$ cat config.mk
export PLATFORM = sky130hd
export DESIGN_NAME = irqlg_top
export DESIGN_NICKNAME = d
export VERILOG_FILES = /design/src/rtl/irqlg_pkg.sv /design/src/rtl/irqlg_top.sv
export SDC_FILE = /design/constraint.sdc
export NUM_CORES = 1
export LEC_CHECK = 0
export BUFFER_PORTS_ARGS = -buffer_cell sky130_fd_sc_hd__buf_2
export CAP_MARGIN = 5
export CORE_AREA = 8 8 45 47
export DETAILED_ROUTE_END_ITERATION = 7
export DIE_AREA = 0 0 53 55
export GPL_ROUTABILITY_DRIVEN = 0
export PLACE_DENSITY = 0.72
export SYNTH_ARGS = -nofsm -noshare
export SYNTH_HDL_FRONTEND = slang
export SYNTH_SLANG_ARGS = --single-unit
$ cat constraint.sdc
create_clock -name core_clk -period 1.6 [get_ports core_clk]
set_clock_uncertainty 0.2 [all_clocks]
set_input_delay 0.08 -clock core_clk [delete_from_list [all_inputs] [get_ports core_clk]]
set_output_delay 0.08 -clock core_clk [all_outputs]
set_load 0.05 [all_outputs]
$ cat src/rtl/irqlg_pkg.sv
// Functional notes
// second timer overflow sets its flag always
// enabled pending flag vectors to address 8
// disabled source still flags, no vector
// flags driven by pin edge, timer overflows
// flag sets at once, vector not implied
// service routine polls enables and flags
// software orders priority by polling order
// software timer setup sequence, mode 20h
// event wins over same-cycle software clear
// flags stay set until software clears
// no interrupt without global enable, resets 0
// edge select 01 rise, 10 fall, 11 both
// take loads vector, pushes return stack
package irqlg_pkg;
  localparam int          PC_W          = 10;
  localparam logic [9:0]  VECTOR_ADDR   = 10'h008;
  localparam logic [1:0]  EDGE_RSVD     = 2'h0;
  localparam logic [1:0]  EDGE_RISE     = 2'h1;
  localparam logic [1:0]  EDGE_FALL     = 2'h2;
  localparam logic [1:0]  EDGE_BOTH     = 2'h3;
  localparam logic [1:0]  EDGE_SEL_RST  = 2'h2;
  localparam logic        FLAG_RST      = 1'h0;
  localparam logic        ENABLE_RST    = 1'h0;
  localparam logic        GLOBAL_EN_RST = 1'h0;
  localparam int          SRC_PIN       = 0;
  localparam int          SRC_T1        = 1;
  localparam int          SRC_T2        = 2;
  localparam int          NUM_SRC       = 3;
endpackage

$ cat src/rtl/irqlg_top.sv
`timescale 1ns/1ps
module irqlg_top (
  input  wire logic       core_clk,
  input  wire logic       arst_n,
  input  wire logic       pinIn,
  input  wire logic [1:0] pin_edge_select,
  input  wire logic       timer1Overflow,
  input  wire logic       timer2Overflow,
  input  wire logic [2:0] flagClear,
  input  wire logic       pin_edge_interrupt_enable,
  input  wire logic       timer1_interrupt_enable,
  input  wire logic       timer2_interrupt_enable,
  input  wire logic       globalEnableSet,
  input  wire logic       globalEnableClear,
  input  wire logic       retiDone,
  output logic            pin_edge_request_flag,
  output logic            timer1_overflow_request_flag,
  output logic            timer2_overflow_request_flag,
  output logic            global_interrupt_enable,
  output logic            vectorTake,
  output logic [9:0]      vectorAddr,
  output logic            stackPush
);
  logic [2:0] pinSync_r;
  logic [2:0] flags_r;
  logic       pinLevel_r;
  logic       globalEn_r;
  logic       take_r;
  logic [2:0] events;
  logic       riseEv;
  logic       fallEv;
  logic       pinEv;
  logic       pending;

  // three stage sync; change counted once stages 2 and 3 agree
  always_ff @(posedge core_clk or negedge arst_n) begin
    if (!arst_n) begin
      pinSync_r <= 3'h0;
    end else begin
      pinSync_r <= {pinSync_r[1:0], pinIn};
    end
  end

  always_ff @(posedge core_clk or negedge arst_n) begin
    if (!arst_n) begin
      pinLevel_r <= 1'h0;
    end else if (pinSync_r[1] == pinSync_r[2]) begin
      pinLevel_r <= pinSync_r[2];
    end
  end

  assign riseEv = (pinSync_r[1] == pinSync_r[2]) && pinSync_r[2] && !pinLevel_r;
  assign fallEv = (pinSync_r[1] == pinSync_r[2]) && !pinSync_r[2] && pinLevel_r;

  always_comb begin
    unique case (pin_edge_select)
      irqlg_pkg::EDGE_RISE: pinEv = riseEv;
      irqlg_pkg::EDGE_FALL: pinEv = fallEv;
      irqlg_pkg::EDGE_BOTH: pinEv = riseEv | fallEv;
      default:              pinEv = 1'b0; // reserved code gives no event
    endcase
  end

  assign events = {timer2Overflow, timer1Overflow, pinEv};

  // set beats clear; no clear on vector entry or return
  always_ff @(posedge core_clk or negedge arst_n) begin
    if (!arst_n) begin
      flags_r <= {3{irqlg_pkg::FLAG_RST}};
    end else begin
      flags_r <= (flags_r & ~flagClear) | events; // see R01 see R05 see R09
    end
  end

  always_ff @(posedge core_clk or negedge arst_n) begin
    if (!arst_n) begin
      globalEn_r <= irqlg_pkg::GLOBAL_EN_RST;
    end else if (take_r) begin
      globalEn_r <= 1'b0; // blocks nesting until return re-enables
    end else if (globalEnableSet || retiDone) begin
      globalEn_r <= 1'b1;
    end else if (globalEnableClear) begin
      globalEn_r <= 1'b0;
    end
  end

  assign pending = |(flags_r & {timer2_interrupt_enable, timer1_interrupt_enable,
                                pin_edge_interrupt_enable}); // see R02

  always_ff @(posedge core_clk or negedge arst_n) begin
    if (!arst_n) begin
      take_r <= 1'b0;
    end else begin
      take_r <= pending && globalEn_r && !take_r;
    end
  end

  always_comb begin
    pin_edge_request_flag        = flags_r[irqlg_pkg::SRC_PIN];
    timer1_overflow_request_flag = flags_r[irqlg_pkg::SRC_T1];
    timer2_overflow_request_flag = flags_r[irqlg_pkg::SRC_T2];
    global_interrupt_enable      = globalEn_r;
    vectorTake                   = take_r;
    stackPush                    = take_r;
    vectorAddr                   = irqlg_pkg::VECTOR_ADDR;
  end
endmodule

; Yosys cells after proc, flatten, opt, wreduce, memory -nomap -nowiden
; Index checks and enable logic that the tools add are counted.
[totals]
regBits = 9
in_bits = 16
output_inout_bits = 16
elab_cells = 30
[op_classes]
n_eq_ne = 4
n_mux = 4
bitwise_logic = 5
n_reduce_logical = 12
[op_table]
columns = operator, count
row1 = bitwise AND 3 bit, 2
row2 = logical AND 1 bit, 6
row3 = "equality test 2 bit, second input constant", 2
row4 = logical NOT 1 bit, 3
row5 = two-way mux 1 bit, 3
row6 = inverter 3 bit, 1
row7 = bitwise OR 3 bit, 1
row8 = one-hot mux 1 bit (3 select lines), 1
row9 = nonzero test 3 bit, 1
row10 = OR reduction 3 bit, 1
row11 = "equality test 2 x 1 -> 1 bit, second input constant", 1
row12 = equality test 1 bit, 1
row13 = logical OR 1 bit, 1
row14 = bitwise OR 1 bit, 1

; Longest topological paths before layout
; Gate-level depths: netlist of run 1.
[depth]
ltp_word = 6
depth_mapped = 4

; Least setup slack after synthesis of run 1
; No wires, ideal clock.
[synth_timing]
kind = reg2reg
startpoint = reg flags_r[0]
endpoint = reg take_r, in the netlist stackPush
setup_time_ns = 0.146
arrival_ns = 0.989
required_time_ns = 1.254
setup_slack_ns = 0.265
path_stages_with_launch = 3
n_path_buf = 0
period_less_slack_ns = 1.335
path_cell_list = dfrtp_1 > a222oi_1 > nor3b_1
[synth_between]
elab_chain_len = 4
[synth_rtl]
columns = element, line
row1 = from (decl), irqlg_top.sv:25  ; logic [2:0] flags_r;
row2 = from (signal assigned), irqlg_top.sv:69  ; flags_r <= {3{irqlg_pkg::FLAG_RST}};
row3 = from (signal assigned), irqlg_top.sv:71  ; flags_r <= (flags_r & ~flagClear) | events;
row4 = bitwise AND 3 bit, irqlg_top.sv:87  ; assign pending = |(flags_r & {timer2_interrupt_enable, timer1_interrupt_enable,
row5 = OR reduction 3 bit, irqlg_top.sv:87
row6 = logical AND 1 bit (2 in series), irqlg_top.sv:94  ; take_r <= pending && globalEn_r && !take_r;
row7 = to (signal assigned), irqlg_top.sv:94
row8 = to (decl), irqlg_top.sv:28  ; logic take_r;
; Every way passes these cells.
; A chain may end at the register's enable or synchronous reset.

; Worst setup path in the final report of run 1
[layout_timing]
startpoint = in globalEnableClear
endpoint = reg globalEn_r, in the netlist global_interrupt_enable
[layout_between]
elab_chain_len = 1
[layout_rtl]
columns = element, line
row1 = from (decl), irqlg_top.sv:14  ; input wire logic globalEnableClear,
row2 = nonzero test 3 bit (no line), n/a
row3 = to (signal assigned), irqlg_top.sv:77  ; globalEn_r <= irqlg_pkg::GLOBAL_EN_RST;
row4 = to (decl), irqlg_top.sv:27  ; logic globalEn_r;
; Every way passes these cells.

==> results.sh, run 1 <==
export IMPL_die_x_um=53
export IMPL_cts_setup_buffers=0
export IMPL_yosys_area_top_type_share_pct=52.0
export IMPL_setup_viol=0
export IMPL_syn_to_final_growth_pct=53.8
export IMPL_ys_ff_latch=9
export IMPL_final_nets=95
export IMPL_fp_dieH_um=55
export IMPL_p_total_mw=0.714
export IMPL_maxCapViolCount=0
export IMPL_cts_htree_levels=1
export IMPL_die_area_sq_um=2920
export IMPL_layout_drive_gt1_share_pct=32.9
export IMPL_io_buffer_count=21
export IMPL_start_util_pct=31.3
export IMPL_grt_usage_pct=7.60
export IMPL_power_frac_comb_pct=37.2
export IMPL_placed_area_sq_um=505
export IMPL_ios=32
export IMPL_p_int_mw=0.429
export IMPL_crit_type="primary input to register"
export IMPL_outcome="finished clean"
export IMPL_numCtsBuffers=3
export IMPL_p_sw_mw=0.285
export IMPL_timing_hold_violations_final=0
export IMPL_ys_seq_area_share_pct=52.0
export IMPL_cts_tree="yes"
export IMPL_syn_area_per_cell_sq_um=10.6
export IMPL_p_clk_share_pct=24.1
export IMPL_coreArea_sq_um=1380
export IMPL_yosys_area_top_type="dfrtp_1"
export IMPL_fin_util_pct=48.1
export IMPL_synth_cell_types=15
export IMPL_drtIter0Drc=2
export IMPL_hpwl_um=771
export IMPL_startpoint_type="primary input"
export IMPL_synth_cells=41
export IMPL_via_count=365
export IMPL_wl_mm=1.02
export IMPL_p_sw_share_pct=39.9
export IMPL_fmax_mhz=650
export IMPL_diodes=0
export IMPL_rsz0062_at_grt="false"
export IMPL_period_share_pct=96.2
export IMPL_period_minus_slack_ns=1.54
export IMPL_cts_buffer_depth=2
export IMPL_overflow=0
export IMPL_layout_setup_ws_ns=0.0614
export IMPL_synth_area_leaders="dfrtp_1 (52%), buf_4 (19%), ha_1 (5.8%)"
export IMPL_grt_max_degree=10
export IMPL_wl_per_cell_um=11.0
export IMPL_crit_required_ns=1.59
export IMPL_antenna_found_initial=0
export IMPL_cp_max_fo=1
export IMPL_powerDensity_nw_per_um2=1070
export IMPL_worstPathArrival_ns=1.53
export IMPL_cts_root_buf="clkbuf_4"
export IMPL_report_final_slew_viol_count=0
export IMPL_pre_cts_slack_ns=0.437
export IMPL_ant_nets=0
export IMPL_rows=14
export IMPL_clkLatencyLatePin_ns=0.25
export IMPL_rr_startpoint="flags_r[1]"
export IMPL_grt_pass1_wl_mm=1.63
export IMPL_clk_pin_slew_worst_paths_ns=0.06
export IMPL_reg2reg_slack_ns=0.18
export IMPL_r2r_end="flags_r[1]"
export IMPL_rr_worst_depth=2
export IMPL_tns_ns=0
export IMPL_p_seq_share_pct=38.7
export IMPL_netlist_area_sq_um=433
export IMPL_peakVddDrop_v=0.000401
export IMPL_via_per_inst=3.97
export IMPL_hold_path_class="primary input to asynchronous set/reset pin"
export IMPL_drc=0
export IMPL_cts_sinks=9
export IMPL_power_leakage_nw=0.357
export IMPL_ys_warnings_count=0
export IMPL_n_fill_cell=136
export IMPL_grt_pass1_vias=398
export IMPL_dr_pass1_iters=4
export IMPL_end_kind="register"
export IMPL_stdcell_area_sq_um=666
[synthesized netlist by cell type (all sizes together)]
cell and number:
nand3 1, dfrtp 9, nand2 2, o221ai 1
a222oi 1, o21ai 1, ha 2, a21o 2
buf 11, a21oi 1, inv 5, nand2b 1
nor2 1, conb 2, nor3b 1
[worst max-delay path, stage by stage]
cell           delay, ns
dlygate4sd3_1       0.53
buf_2               0.11
nand2b_1            0.14
a21oi_2             0.11
dlygate4sd3_1       0.56
[repair_timing]
action | CTS | global route
endpoints found under the hold margin | 15 | 0
setup endpoints to repair | 0 | 1
gates resized for setup | 0 | 1
hold buffers | 13 | 0
[cell families after synthesis]
| family | Yosys count | share of synthesized area [%] |
|---|---|---|
| buf+inv | 16 | 23.4 |
| flops | 9 | 52.0 |
| compound gates | 6 | 10.1 |
| simple gates | 6 | 6.94 |
| fa+ha+maj | 2 | 5.78 |
| other cells | 2 | 1.73 |
[final cells by class]
class	count	area [sq um]	share of cell area, %
clock buffer	4	26.3	3.95
tap	16	20.0	3.01
multi-input combinational	24	140	21.1
timing repair buffer	34	235	35.3
sequential	9	225	33.8
inverter	5	18.8	2.82
[power by group through the flow]
stage          registers, mW  clock network (mW)  logic [mW]
2_1_floorplan          0.350                   0       0.131
3_3_place_gp           0.279                   0       0.228
3_5_place_dp           0.280                   0       0.231
4_1_cts                0.276               0.182       0.264
5_1_grt                0.281               0.201       0.282
6_report               0.276               0.172       0.265
[worst max-delay path by stage]
stage | startpoint | end | slack, ns | depth (start not counted)
after global routing | globalEnableClear | global_interrupt_enable | 0.008 | 5
final | globalEnableClear | global_interrupt_enable | 0.06 | 5
after detailed placement | pinSync_r[1] | pinLevel_r | 0.44 | 4
after global placement | flags_r[0] | stackPush | 0.45 | 2
after CTS | globalEnableClear | global_interrupt_enable | 0.06 | 5
after floorplan | flags_r[0] | stackPush | 0.26 | 2
[registers in the layout, summed over array words and instances (netlist names)]
name and count:
pinSync_r 3, pinLevel_r 1, flags_r 3, global_interrupt_enable 1
stackPush 1
[placed cells by master, fill, tap and decap left out]
cell,instances
buf_2,21
nand2b_1,1
a21o_1,2
ha_1,2
nand2_1,2
dlygate4sd3_1,13
nor3b_1,1
nor2_1,1
o21ai_0,1
conb_1,10
a21oi_2,1
o221ai_1,1
inv_1,5
clkbuf_4,3
a222oi_1,1
clkbuf_1,1
nand3_1,1
dfrtp_1,9
[through the flow]
step                instances  hold WS, ns
floorplan                  49       -0.416
global placement           75       -0.265
detailed placement         75       -0.256
CTS                        92    0.0000654
global route               92       0.0114
finish                     92     0.000270
[routing by layer]
metal	vias to the layer above	GRT usage, %	routed length, um
li1	180	-	-
met2	22	13.1	487
met4	0	5.17	0
met3	0	4.28	161
met1	163	6.68	365
met5	-	0	0
Power figures use the tool's default switching activity.
==> run 2, diff against run 1 <==
--- a/config.mk
+++ b/config.mk
@@ -12,6 +12,7 @@
 export DIE_AREA = 0 0 53 55
 export GPL_ROUTABILITY_DRIVEN = 0
 export PLACE_DENSITY = 0.72
+export RECOVER_POWER = 50
 export SYNTH_ARGS = -nofsm -noshare
 export SYNTH_HDL_FRONTEND = slang
 export SYNTH_SLANG_ARGS = --single-unit
==> run 2 against run 1 <==
Largest cell class unchanged. Highest routed layer unchanged. Combinational power about the same. Clock-buffer cell count unchanged. Final cell count unchanged. First-iteration DRC count unchanged. Via count unchanged. Sequential power about the same. Sequential share of layout area increased by 0.064 points.
==> results.sh, run 2 (synthesis results as in run 1) <==
export IMPL_period_share_pct=96.2
export IMPL_tns_ns=0
export IMPL_p_seq_share_pct=38.7
export IMPL_cts_root_buf="clkbuf_4"
export IMPL_crit_type="primary input to register"
export IMPL_drtIter0Drc=2
export IMPL_cts_tree="yes"
export IMPL_start_util_pct=31.3
export IMPL_rsz0062_at_grt="false"
export IMPL_place_inst=75
export IMPL_via_count=365
export IMPL_outcome="finished clean"
export IMPL_top_regs="flags_r: 3 flops, pinSync_r: 3 flops"
export IMPL_report_final_slew_viol_count=0
export IMPL_overflow=0
export IMPL_power_leakage_nw=0.354
export IMPL_dr_pass1_iters=4
export IMPL_rows=14
export IMPL_antenna_found_initial=0
export IMPL_hpwl_um=771
export IMPL_grt_max_degree=10
export IMPL_powerDensity_nw_per_um2=1070
export IMPL_setup_viol=0
export IMPL_io_buffer_count=21
export IMPL_p_int_mw=0.429
export IMPL_clkLatencyLatePin_ns=0.25
export IMPL_grt_pass1_vias=398
export IMPL_wl_per_cell_um=11.0
export IMPL_cts_sinks=9
export IMPL_numCtsBuffers=3
export IMPL_cp_max_fo=1
export IMPL_cts_setup_buffers=0
export IMPL_startpoint_type="primary input"
export IMPL_maxCapViolCount=0
export IMPL_crit_required_ns=1.59
export IMPL_diodes=0
export IMPL_grt_usage_pct=7.60
export IMPL_p_sw_mw=0.285
export IMPL_syn_to_final_growth_pct=53.5
export IMPL_wl_mm=1.02
export IMPL_ant_nets=0
export IMPL_coreArea_sq_um=1380
export IMPL_final_common_cell="buf_2"
export IMPL_peakVddDrop_v=0.000401
export IMPL_worstPathArrival_ns=1.53
export IMPL_p_clk_share_pct=24.1
export IMPL_die_area_sq_um=2920
export IMPL_drc=0
export IMPL_cts_buffer_depth=2
export IMPL_via_per_inst=3.97
export IMPL_end_kind="register"
export IMPL_mostFrequentLayoutCells="buf_2 (20), dlygate4sd3_1 (13), conb_1 (10)"
export IMPL_p_sw_share_pct=39.9
export IMPL_power_frac_comb_pct=37.2
export IMPL_final_cells=92
export IMPL_ios=32
export IMPL_fmax_mhz=650
export IMPL_grt_pass1_wl_mm=1.63
export IMPL_fp_dieH_um=55
export IMPL_hold_path_class="primary input to register"
export IMPL_final_nets=95
export IMPL_cts_htree_levels=1
export IMPL_period_minus_slack_ns=1.54
export IMPL_clk_pin_slew_worst_paths_ns=0.06
export IMPL_reg2reg_slack_ns=0.18
export IMPL_die_x_um=53
export IMPL_layout_drive_gt1_share_pct=31.6
export IMPL_timing_hold_violations_final=0
[run 2: power groups by stage]
stage	clock network [mW]	registers (mW)	logic, mW
floorplan	0	0.350	0.131
global placement	0	0.279	0.228
detailed placement	0	0.280	0.231
CTS	0.182	0.276	0.264
global route	0.201	0.281	0.281
finish	0.172	0.276	0.265
[run 2: path summary, 6_finish.rpt]
kind / from / to / cells after the start
worst min register to register: pinSync_r[0] / pinSync_r[1] / 0
min in group asynchronous: arst_n / pinSync_r[0] / 2
worst max register to register: flags_r[1] / flags_r[1] / 2
max in group asynchronous: arst_n / stackPush / 2
worst max-delay path: globalEnableClear / global_interrupt_enable / 5
worst min-delay path: pin_edge_interrupt_enable / stackPush / 3
[run 2: final cells by class]
| cell class | instances | area (sq um) |
|---|---|---|
| multi-input combinational | 24 | 140 |
| tap | 16 | 20.0 |
| clock buffer | 4 | 26.3 |
| timing repair buffer | 34 | 234 |
| inverter | 5 | 18.8 |
| sequential | 9 | 225 |
| fill | 137 | 719 |
[run 2: timing repair]
item | 4_1_cts | 5_1_grt
setup endpoints to repair | 0 | 1
hold buffers | 13 | 0
resized for setup | 0 | 1
endpoints found under the hold margin | 15 | 0
[run 2: metal layers]
layer	track usage, %	vias up	wire (um)
li1	-	180	-
met1	6.68	163	363
met2	13.1	22	487
met3	4.28	0	163
met4	5.17	0	0
met5	0	-	0
[run 2: critical path, stage by stage]
cell           delay, ns
dlygate4sd3_1       0.53
buf_2               0.11
nand2b_1            0.14
a21oi_2             0.11
dlygate4sd3_1       0.56
[run 2: stage by stage]
stage / util (%) / total power, mW / hold WS (ns) / area, sq um / setup WS (ns)
2_1_floorplan: - / 0.480 / -0.416 / 463 / 0.265
3_3_place_gp: 36.5 / 0.508 / -0.265 / 505 / 0.452
3_5_place_dp: 36.5 / 0.511 / -0.256 / 505 / 0.437
4_1_cts: 47.8 / 0.721 / 0.0000654 / 662 / 0.0629
5_1_grt: 48.0 / 0.764 / 0.0244 / 664 / 0.00824
6_report: 48.0 / 0.714 / 0.0105 / 664 / 0.0614
